### src/include/mam_pkg.sv
// package of offsets, reset values and scaling constants for the monitor register bank
package mam_pkg;
   // ************************************************************
   // bus and data geometry
   // ************************************************************
   localparam int unsigned DATA_W    = 32;
   localparam int unsigned ADDR_W    = 12;
   localparam int unsigned FRAC_BITS = 27;   // fixed-point fraction width
   localparam int unsigned VOLT_FULL = 60;   // full-scale volts for voltage readouts
   localparam int unsigned CURR_DIV  = 8;    // base current divisor for current readouts
   localparam int unsigned NUM_REGS  = 7;

   // ************************************************************
   // printed offsets are register indices; byte address is four times
   // ************************************************************
   localparam logic [ADDR_W-1:0] IDX_SUPPLY_BUS_VOLTAGE     = 12'h476;
   localparam logic [ADDR_W-1:0] IDX_FIRST_PHASE_VOLTAGE    = 12'h47a;
   localparam logic [ADDR_W-1:0] IDX_SECOND_PHASE_VOLTAGE   = 12'h47c;
   localparam logic [ADDR_W-1:0] IDX_THIRD_PHASE_VOLTAGE    = 12'h47e;
   localparam logic [ADDR_W-1:0] IDX_ROTOR_ANGLE_SINE       = 12'h4b6;
   localparam logic [ADDR_W-1:0] IDX_ROTOR_ANGLE_COSINE     = 12'h4b8;
   localparam logic [ADDR_W-1:0] IDX_STATIONARY_ALPHA_CURR  = 12'h4d2;

   // register slot numbers in the readout array
   localparam int unsigned SLOT_SUPPLY = 0;
   localparam int unsigned SLOT_PH_A   = 1;
   localparam int unsigned SLOT_PH_B   = 2;
   localparam int unsigned SLOT_PH_C   = 3;
   localparam int unsigned SLOT_SINE   = 4;
   localparam int unsigned SLOT_COSINE = 5;
   localparam int unsigned SLOT_ALPHA  = 6;

   localparam logic [DATA_W-1:0] READOUT_RESET = 32'h0000_0000;
   localparam logic [DATA_W-1:0] UNMAPPED_DATA = 32'h0000_0000;
endpackage : mam_pkg

### src/hdl/mam_addr_decode.sv
// address decoder mapping an apb byte address onto a readout slot
`timescale 1ns/1ps
`default_nettype none
module mam_addr_decode (
   // byte address from the bus
   input  wire logic [13:0] paddr_in,
   // decoded slot
   output logic             hit,
   output logic [2:0]       slot
);
   logic [11:0] idx;

   // word index; low two bits must be zero for an aligned word
   always_comb begin
      idx  = paddr_in[13:2];
      hit  = 1'b0;
      slot = 3'h0;
      if (paddr_in[1:0] == 2'h0) begin
         hit = 1'b1;
         case (idx)
            mam_pkg::IDX_SUPPLY_BUS_VOLTAGE:    slot = 3'(mam_pkg::SLOT_SUPPLY);
            mam_pkg::IDX_FIRST_PHASE_VOLTAGE:   slot = 3'(mam_pkg::SLOT_PH_A);
            mam_pkg::IDX_SECOND_PHASE_VOLTAGE:  slot = 3'(mam_pkg::SLOT_PH_B);
            mam_pkg::IDX_THIRD_PHASE_VOLTAGE:   slot = 3'(mam_pkg::SLOT_PH_C);
            mam_pkg::IDX_ROTOR_ANGLE_SINE:      slot = 3'(mam_pkg::SLOT_SINE);
            mam_pkg::IDX_ROTOR_ANGLE_COSINE:    slot = 3'(mam_pkg::SLOT_COSINE);
            mam_pkg::IDX_STATIONARY_ALPHA_CURR: slot = 3'(mam_pkg::SLOT_ALPHA);
            default:                            hit  = 1'b0;
         endcase
      end
   end
endmodule : mam_addr_decode
`default_nettype wire

### src/hdl/mam_monitor_regs.sv
// apb slave exposing read-only motor algorithm monitoring registers
//
// Overview of operation
// - supply bus voltage readout, 32 bits, volts = value*60/2^27.
// - first phase voltage during initial speed detection, value*60/(sqrt3*2^27).
// - second phase voltage during initial speed detection, same scaling.
// - third phase voltage during initial speed detection, same scaling.
// - rotor angle sine, signed 32-bit, value/2^27.
// - rotor angle cosine, signed 32-bit, value/2^27.
// - alpha current readout at index 4d2, zero after reset.
// - alpha current signed, amps = value/2^27*base_current/8.
`timescale 1ns/1ps
`default_nettype none
module mam_monitor_regs (
   // clock and reset
   input  wire logic        pclk,
   input  wire logic        presetn,
   // apb slave
   input  wire logic        psel,
   input  wire logic        penable,
   input  wire logic        pwrite,
   input  wire logic [13:0] paddr,
   input  wire logic [31:0] pwdata,
   input  wire logic [3:0]  pstrb,
   output logic [31:0]      prdata,
   output logic             pready,
   output logic             pslverr,
   // algorithm values (same clock domain), two's complement q5.27
   input  wire logic [31:0] supply_bus_voltage,
   input  wire logic [31:0] first_phase_voltage,
   input  wire logic [31:0] second_phase_voltage,
   input  wire logic [31:0] third_phase_voltage,
   input  wire logic [31:0] rotor_angle_sine,
   input  wire logic [31:0] rotor_angle_cosine,
   input  wire logic [31:0] stationary_alpha_current,
   // update strobes
   input  wire logic        supply_update,
   input  wire logic        initial_speed_detection,
   input  wire logic        angle_update,
   input  wire logic        alpha_update
);
   // ************************************************************
   // types and state
   // ************************************************************
   typedef enum logic [1:0] {MAM_IDLE, MAM_ANSWER} mam_phase_t;

   typedef struct packed {
      mam_phase_t  phase;
      logic [31:0] rdata;
      logic        ready;
      logic        err;
   } mam_state_t;

   mam_state_t st_reg;
   mam_state_t st_next;

   localparam int unsigned N = mam_pkg::NUM_REGS;

   logic [N*32-1:0] bank_in;
   logic [N-1:0]    bank_vld;
   logic [N*32-1:0] bank_out;
   logic            dec_hit;
   logic [2:0]      dec_slot;

   // ************************************************************
   // algorithm capture
   // ************************************************************
   // phase voltages only change while speed detection runs
   always_comb begin
      bank_in  = '0;
      bank_vld = '0;
      bank_in[mam_pkg::SLOT_SUPPLY*32 +: 32] = supply_bus_voltage;
      bank_vld[mam_pkg::SLOT_SUPPLY]         = supply_update;
      bank_in[mam_pkg::SLOT_PH_A*32 +: 32]   = first_phase_voltage;
      bank_vld[mam_pkg::SLOT_PH_A]           = initial_speed_detection;
      bank_in[mam_pkg::SLOT_PH_B*32 +: 32]   = second_phase_voltage;
      bank_vld[mam_pkg::SLOT_PH_B]           = initial_speed_detection;
      bank_in[mam_pkg::SLOT_PH_C*32 +: 32]   = third_phase_voltage;
      bank_vld[mam_pkg::SLOT_PH_C]           = initial_speed_detection;
      bank_in[mam_pkg::SLOT_SINE*32 +: 32]   = rotor_angle_sine;
      bank_vld[mam_pkg::SLOT_SINE]           = angle_update;
      bank_in[mam_pkg::SLOT_COSINE*32 +: 32] = rotor_angle_cosine;
      bank_vld[mam_pkg::SLOT_COSINE]         = angle_update;
      bank_in[mam_pkg::SLOT_ALPHA*32 +: 32]  = stationary_alpha_current;
      bank_vld[mam_pkg::SLOT_ALPHA]          = alpha_update;
   end

   mam_sample_bank #(
      .N (N)
   ) u_bank (
      .pclk      (pclk),
      .presetn   (presetn),
      .value_in  (bank_in),
      .value_vld (bank_vld),
      .value_out (bank_out)
   );

   mam_addr_decode u_dec (
      .paddr_in (paddr),
      .hit      (dec_hit),
      .slot     (dec_slot)
   );

   // ************************************************************
   // apb access
   // ************************************************************
   // one wait state: answer registered so outputs come from flops
   always_comb begin
      st_next       = st_reg;
      st_next.ready = 1'b0;
      case (st_reg.phase)
         MAM_IDLE: begin
            if (psel && penable) begin
               st_next.phase = MAM_ANSWER;
               st_next.ready = 1'b1;
               st_next.rdata = mam_pkg::UNMAPPED_DATA;
               // writes never reach the bank, so values stay
               st_next.err   = pwrite || !dec_hit;
               if (!pwrite && dec_hit) begin
                  st_next.rdata = bank_out[dec_slot*32 +: 32];
               end
            end
         end
         MAM_ANSWER: begin
            // transfer completes this edge; drop the answer
            st_next.phase = MAM_IDLE;
            st_next.rdata = mam_pkg::UNMAPPED_DATA;
            st_next.err   = 1'b0;
         end
         default: begin
            st_next.phase = MAM_IDLE;
         end
      endcase
   end

   // single register stage for all bus state
   always_ff @(posedge pclk or negedge presetn) begin
      if (!presetn) begin
         st_reg <= '{phase: MAM_IDLE, rdata: 32'h0000_0000, ready: 1'b0, err: 1'b0};
      end else begin
         st_reg <= st_next;
      end
   end

   assign prdata  = st_reg.rdata;
   assign pready  = st_reg.ready;
   assign pslverr = st_reg.err;
endmodule : mam_monitor_regs
`default_nettype wire

### src/hdl/mam_sample_bank.sv
// bank of readout holding registers, one per monitored algorithm variable
`timescale 1ns/1ps
`default_nettype none
module mam_sample_bank #(
   parameter int unsigned N = 7
) (
   // clock and reset
   input  wire logic              pclk,
   input  wire logic              presetn,
   // algorithm side: value and one-cycle update strobe per slot
   input  wire logic [N*32-1:0]   value_in,
   input  wire logic [N-1:0]      value_vld,
   // held values
   output logic [N*32-1:0]        value_out
);
   typedef struct packed {
      logic [N*32-1:0] held;
   } mam_bank_state_t;

   mam_bank_state_t st_reg;
   mam_bank_state_t st_next;

   // only the algorithm updates a slot; the bus has no path in here
   always_comb begin
      st_next = st_reg;
      for (int i = 0; i < N; i++) begin
         if (value_vld[i]) begin
            st_next.held[i*32 +: 32] = value_in[i*32 +: 32];
         end
      end
   end

   // zero after reset for every slot
   always_ff @(posedge pclk or negedge presetn) begin
      if (!presetn) begin
         st_reg <= '0;
      end else begin
         st_reg <= st_next;
      end
   end

   assign value_out = st_reg.held;
endmodule : mam_sample_bank
`default_nettype wire

### config.mk
export PLATFORM = sky130hd
export DESIGN_NAME = mam_monitor_regs
export DESIGN_NICKNAME = d
export VERILOG_FILES = /design/src/include/mam_pkg.sv /design/src/hdl/mam_addr_decode.sv /design/src/hdl/mam_monitor_regs.sv /design/src/hdl/mam_sample_bank.sv
export SDC_FILE = /design/constraint.sdc
export NUM_CORES = 1
export LEC_CHECK = 0
export ABC_AREA = 1
export BUFFER_PORTS_ARGS = -buffer_cell sky130_fd_sc_hd__buf_2
export CORE_MARGIN = 10
export CORE_UTILIZATION = 49
export DETAILED_ROUTE_END_ITERATION = 12
export PLACE_DENSITY = 0.74
export SLEW_MARGIN = 20
export SYNTH_ARGS = -nofsm -noshare
export SYNTH_HDL_FRONTEND = slang
export SYNTH_HIERARCHICAL = 1
export SYNTH_SLANG_ARGS = --single-unit
### constraint.sdc
create_clock -name pclk -period 1 [get_ports pclk]
set_input_delay 0.05 -clock pclk [delete_from_list [all_inputs] [get_ports pclk]]
set_output_delay 0.05 -clock pclk [all_outputs]
set_load 0.005 [all_outputs]
==> results.py <==
metrics = {
    "yosys": {
        "synthDistinctLibCells": 25,
        "yosysSeqAreaShare": 0.486,
        "syn_inst": 1769,
        "synth.avg_cell_area_um2": 7.54,
        "synthesized_area_fraction_occupied_by_adder_cells": 0,
        "synth.area.top_cells": "sky130_fd_sc_hd__dfrtp_1, sky130_fd_sc_hd__nand2_1, sky130_fd_sc_hd__nand3_1",
        "synth-compound-area-share": 0.00309,
        "library_cell_occupying_the_most_area_in_the_post_synthesis_netlist": "sky130_fd_sc_hd__dfrtp_1",
        "post-synth-top-area-fraction": 0.486,
        "largest_family_of_logic_cells_by_synthesized_area": "simple AND/OR/NAND/NOR gates",
        "synth_xor_xnor_area_share": 0,
        "synth.net_count": 2052,
        "synth_warnings": 6,
        "synth.area.mux_share": 0,
        "post_synthesis_instance_area_um2": 13300,
        "area_fraction_in_and_or_nand_and_nor_cells_after_synthesis": 0.389,
        "postSynthRegisterBits": 259,
    },
    "clocking": {
        "cts-buffers-inserted": 28,
        "clk_pin_slew_worst_paths_ns": 0.06,
        "htreeDepth": 1,
        "clockBufferDepth": 3,
        "cts.root.buffer_cell": "sky130_fd_sc_hd__clkbuf_16",
        "tritoncts": "yes",
        "numClockSinks": 259,
        "clock_insertion_delay_worst_skew_ns": 0.55,
    },
    "timing": {
        "worst_clock_skew_ns": 0.0176,
        "finalWorstPathRequiredPeriod_ns": 1.39,
        "timing_max_transition_violations_final": 0,
        "finalWorstSetupSlack_ns": -0.391,
        "final.period_utilization": 1.39,
        "worst_slew_margin_rel": 0.720,
        "finalHoldViolCount": 4,
        "max_freq_mhz": 719,
        "grt_setup_unrepaired": "yes",
        "setup_viol_count_final": 67,
        "summed_negative_setup_slack_over_all_endpoints_ns": -14.59,
        "worst_pin_slew_ns": 0.421,
        "hold-worst-slack_ns": -0.0365,
    },
    "setup_path": {
        "worst_path_largest_cell_delay_ns": 0.21,
        "crit_type": "in2reg",
        "timing.critical_path.buf_inv": 6,
        "crit_path_cell_trace": "buf_8, inv_12, nand2_4, nor2_4, nand2_2, nor2_4, nand2_2, a21boi_4, buf_6, buf_12, buf_12, clkbuf_16, nand2_2, nand3_1, nand2_1, nand2_1, nand3_1, nand2_1",
        "critPathRequiredTime_ns": 1.49,
        "crit_path_top_delay_cell": "sky130_fd_sc_hd__a21boi_4",
        "setup.worst_path.start_class": "input pin",
        "critical_path_s_top_delay_family": "simple AND/OR/NAND/NOR gates",
        "worst_setup_slack_for_register_to_register_paths_ns": -0.15,
        "crit_arrival_ns": 1.88,
        "critical_path_peak_fanout": 7,
        "timing.critical_path.to_type": "flop",
    },
    "detailed_routing": {
        "wl_met2_um": 24800,
        "top_layer": "met4",
        "viasPerCell": 5.25,
        "postRouteWirelength_um": 51700,
        "route.vias.total": 14000,
        "routed-wl-met3_um": 5020,
        "wl_per_cell_um": 19.4,
        "first_iter_violations": 1212,
        "detail_route.wirelength.met1_um": 19100,
        "final_antenna_net_count": 0,
        "drc_errors": 0,
        "drt_pre_antenna_iters": 6,
    },
    "status": {
        "run_status": "finished with violations",
        "violations": "hold timing, setup timing",
    },
    "global_routing": {
        "first_pass_grt_wire_length_um": 77100,
        "grt_start_max_net_pins": 49,
        "grt_remaining_overflow": 0,
        "initial_antenna_violation_count": 4,
        "via_count_of_the_first_global_routing_pass": 14200,
        "gr-usage-all-layers": 0.285,
    },
    "cells_and_area": {
        "drive_above_1_share": 0.289,
        "largest_register_ffs": 224,
        "filler_cell_count": 1777,
        "finalNetCount": 2578,
        "layout-area-overhead-vs-synth_pct": 46.4,
        "fin_util": 0.727,
        "instances_no_fill": 2662,
    },
    "power": {
        "max-vdd-ir-drop_uv": 1200,
        "total_leakage_power_nw": 10.6,
        "pwr_per_cell_area_nw_per_um2": 1340,
    },
    "floorplan": {
        "io-pin-count": 317,
        "core_area_um2": 26900,
        "die_height_um": 185,
        "floorplan.initialDensity": 0.496,
        "width_of_the_chip_um": 185,
        "placementRows": 60,
        "floorplan.die_area_um2": 34200,
    },
    "placed_design": {
        "numPlacedInstances": 2306,
        "routabilityCongestion": 0.925,
        "dp_hpwl_um": 28200,
        "placement.io_buffers": 280,
    },
    "run": {
        "timing.max_cap.violations": 0,
    },
    "min_path": {
        "hold_path.class": "in2reg",
    },
}
## placed cells by master (no fill, tap or decap), types with 2 or more instances in the layout
cell,Yosys,final
sky130_fd_sc_hd__buf_12,6,21
sky130_fd_sc_hd__buf_16,0,10
sky130_fd_sc_hd__buf_2,18,260
sky130_fd_sc_hd__buf_4,47,39
sky130_fd_sc_hd__buf_6,38,24
sky130_fd_sc_hd__buf_8,3,3
sky130_fd_sc_hd__clkbuf_1,9,4
sky130_fd_sc_hd__clkbuf_16,0,35
sky130_fd_sc_hd__clkbuf_8,3,8
sky130_fd_sc_hd__clkinv_2,0,8
sky130_fd_sc_hd__clkinv_4,0,2
sky130_fd_sc_hd__dfrtp_1,259,258
sky130_fd_sc_hd__diode_2,0,5
sky130_fd_sc_hd__dlygate4sd3_1,0,265
sky130_fd_sc_hd__inv_1,109,103
sky130_fd_sc_hd__inv_2,3,6
sky130_fd_sc_hd__inv_4,3,3
sky130_fd_sc_hd__inv_8,4,5
sky130_fd_sc_hd__nand2_1,973,889
sky130_fd_sc_hd__nand2_2,100,178
sky130_fd_sc_hd__nand2_4,0,6
sky130_fd_sc_hd__nand3_1,165,118
sky130_fd_sc_hd__nand3_2,0,46
sky130_fd_sc_hd__nor2_1,9,7
sky130_fd_sc_hd__nor2_2,3,4
sky130_fd_sc_hd__nor2_4,2,3
## worst paths after layout
| path | startpoint | endpoint | cells past startpoint |
|---|---|---|---|
| min in group asynchronous | presetn | u_bank/value_out[86]$_DFFE_PN0P_ | 2 |
| hold reg to reg | prdata[26]$_DFFE_PN0P_ | prdata[26]$_DFFE_PN0P_ | 2 |
| setup / recovery | paddr[11] | prdata[9]$_DFFE_PN0P_ | 18 |
| setup reg to reg | st_reg[34]$_DFFE_PN0P_ | prdata[5]$_DFFE_PN0P_ | 4 |
| hold / removal | supply_update | u_bank/value_out[28]$_DFFE_PN0P_ | 4 |
| max in group asynchronous | presetn | u_bank/value_out[80]$_DFFE_PN0P_ | 3 |
## metal layers
| layer | GRT usage | vias to the layer above |
|---|---|---|
| li1 | - | 6361 |
| met3 | 0.0692 | 193 |
| met4 | 0.145 | 0 |
| met1 | 0.343 | 6573 |
| met2 | 0.466 | 855 |
| met5 | 0 | - |
## stage by stage
step	total power, mW	setup WS, ns	hold slack [ns]	instance area, µm²
3_5_place_dp	14.8	-0.942	-0.0234	14700
5_1_grt	27.2	-0.494	0.00475	19500
4_1_cts	26.0	-0.293	0.00218	19000
3_3_place_gp	14.7	-0.879	-0.0293	14700
6_report	26.3	-0.391	-0.0365	19500
2_1_floorplan	13.6	-0.509	-0.246	13400
## tightest hold or removal path: stages
cell and delay, ns:
sky130_fd_sc_hd__buf_2 0.13, sky130_fd_sc_hd__buf_4 0.17, sky130_fd_sc_hd__nand2_1 0.06, sky130_fd_sc_hd__nand2_1 0.04
## final cells by class
class	count	area (µm²)	area share
inverter	119	509	0.0261
multi-input combinational	1259	5770	0.295
clock buffer	41	851	0.0436
timing repair buffer	628	5410	0.277
sequential	259	6480	0.332
antenna	5	12.5	0.000640
tap	341	427	0.0218
clock inverter	10	78.8	0.00404
## timing repair
| action | 4_1_cts | 5_1_grt |
|---|---|---|
| hold buffers | 275 | 2 |
| setup buffers | 15 | 6 |
| cloned | 9 | 7 |
| pin swaps | 16 | 73 |
| endpoints found under the hold margin | 486 | 3 |
| setup endpoints to repair | 66 | 83 |
| resized for setup | 72 | 124 |
## cells in the mapped netlist (all sizes together)
library cell  number
nand4              1
nand2           1073
nor3               1
inv              119
a21boi             2
buf              120
a21oi              1
a22o               1
dfrtp            259
nand3            165
o211ai             1
clkbuf            12
nor2              14
## power by group
| part | switching, mW | leakage [nW] | internal (mW) |
|---|---|---|---|
| logic | 2.11 | 6.96 | 1.85 |
| registers | 0.581 | 3.21 | 11.3 |
| clock network | 4.29 | 0.469 | 6.12 |
| total | 6.99 | 10.6 | 19.3 |
## cells by family after synthesis
group                  count (synthesis)
flip-flops                           259
AND/OR/NAND/NOR                     1254
buffers and inverters                251
AO/OA/AOI/OAI                          5
Power figures use the tool's default switching activity.
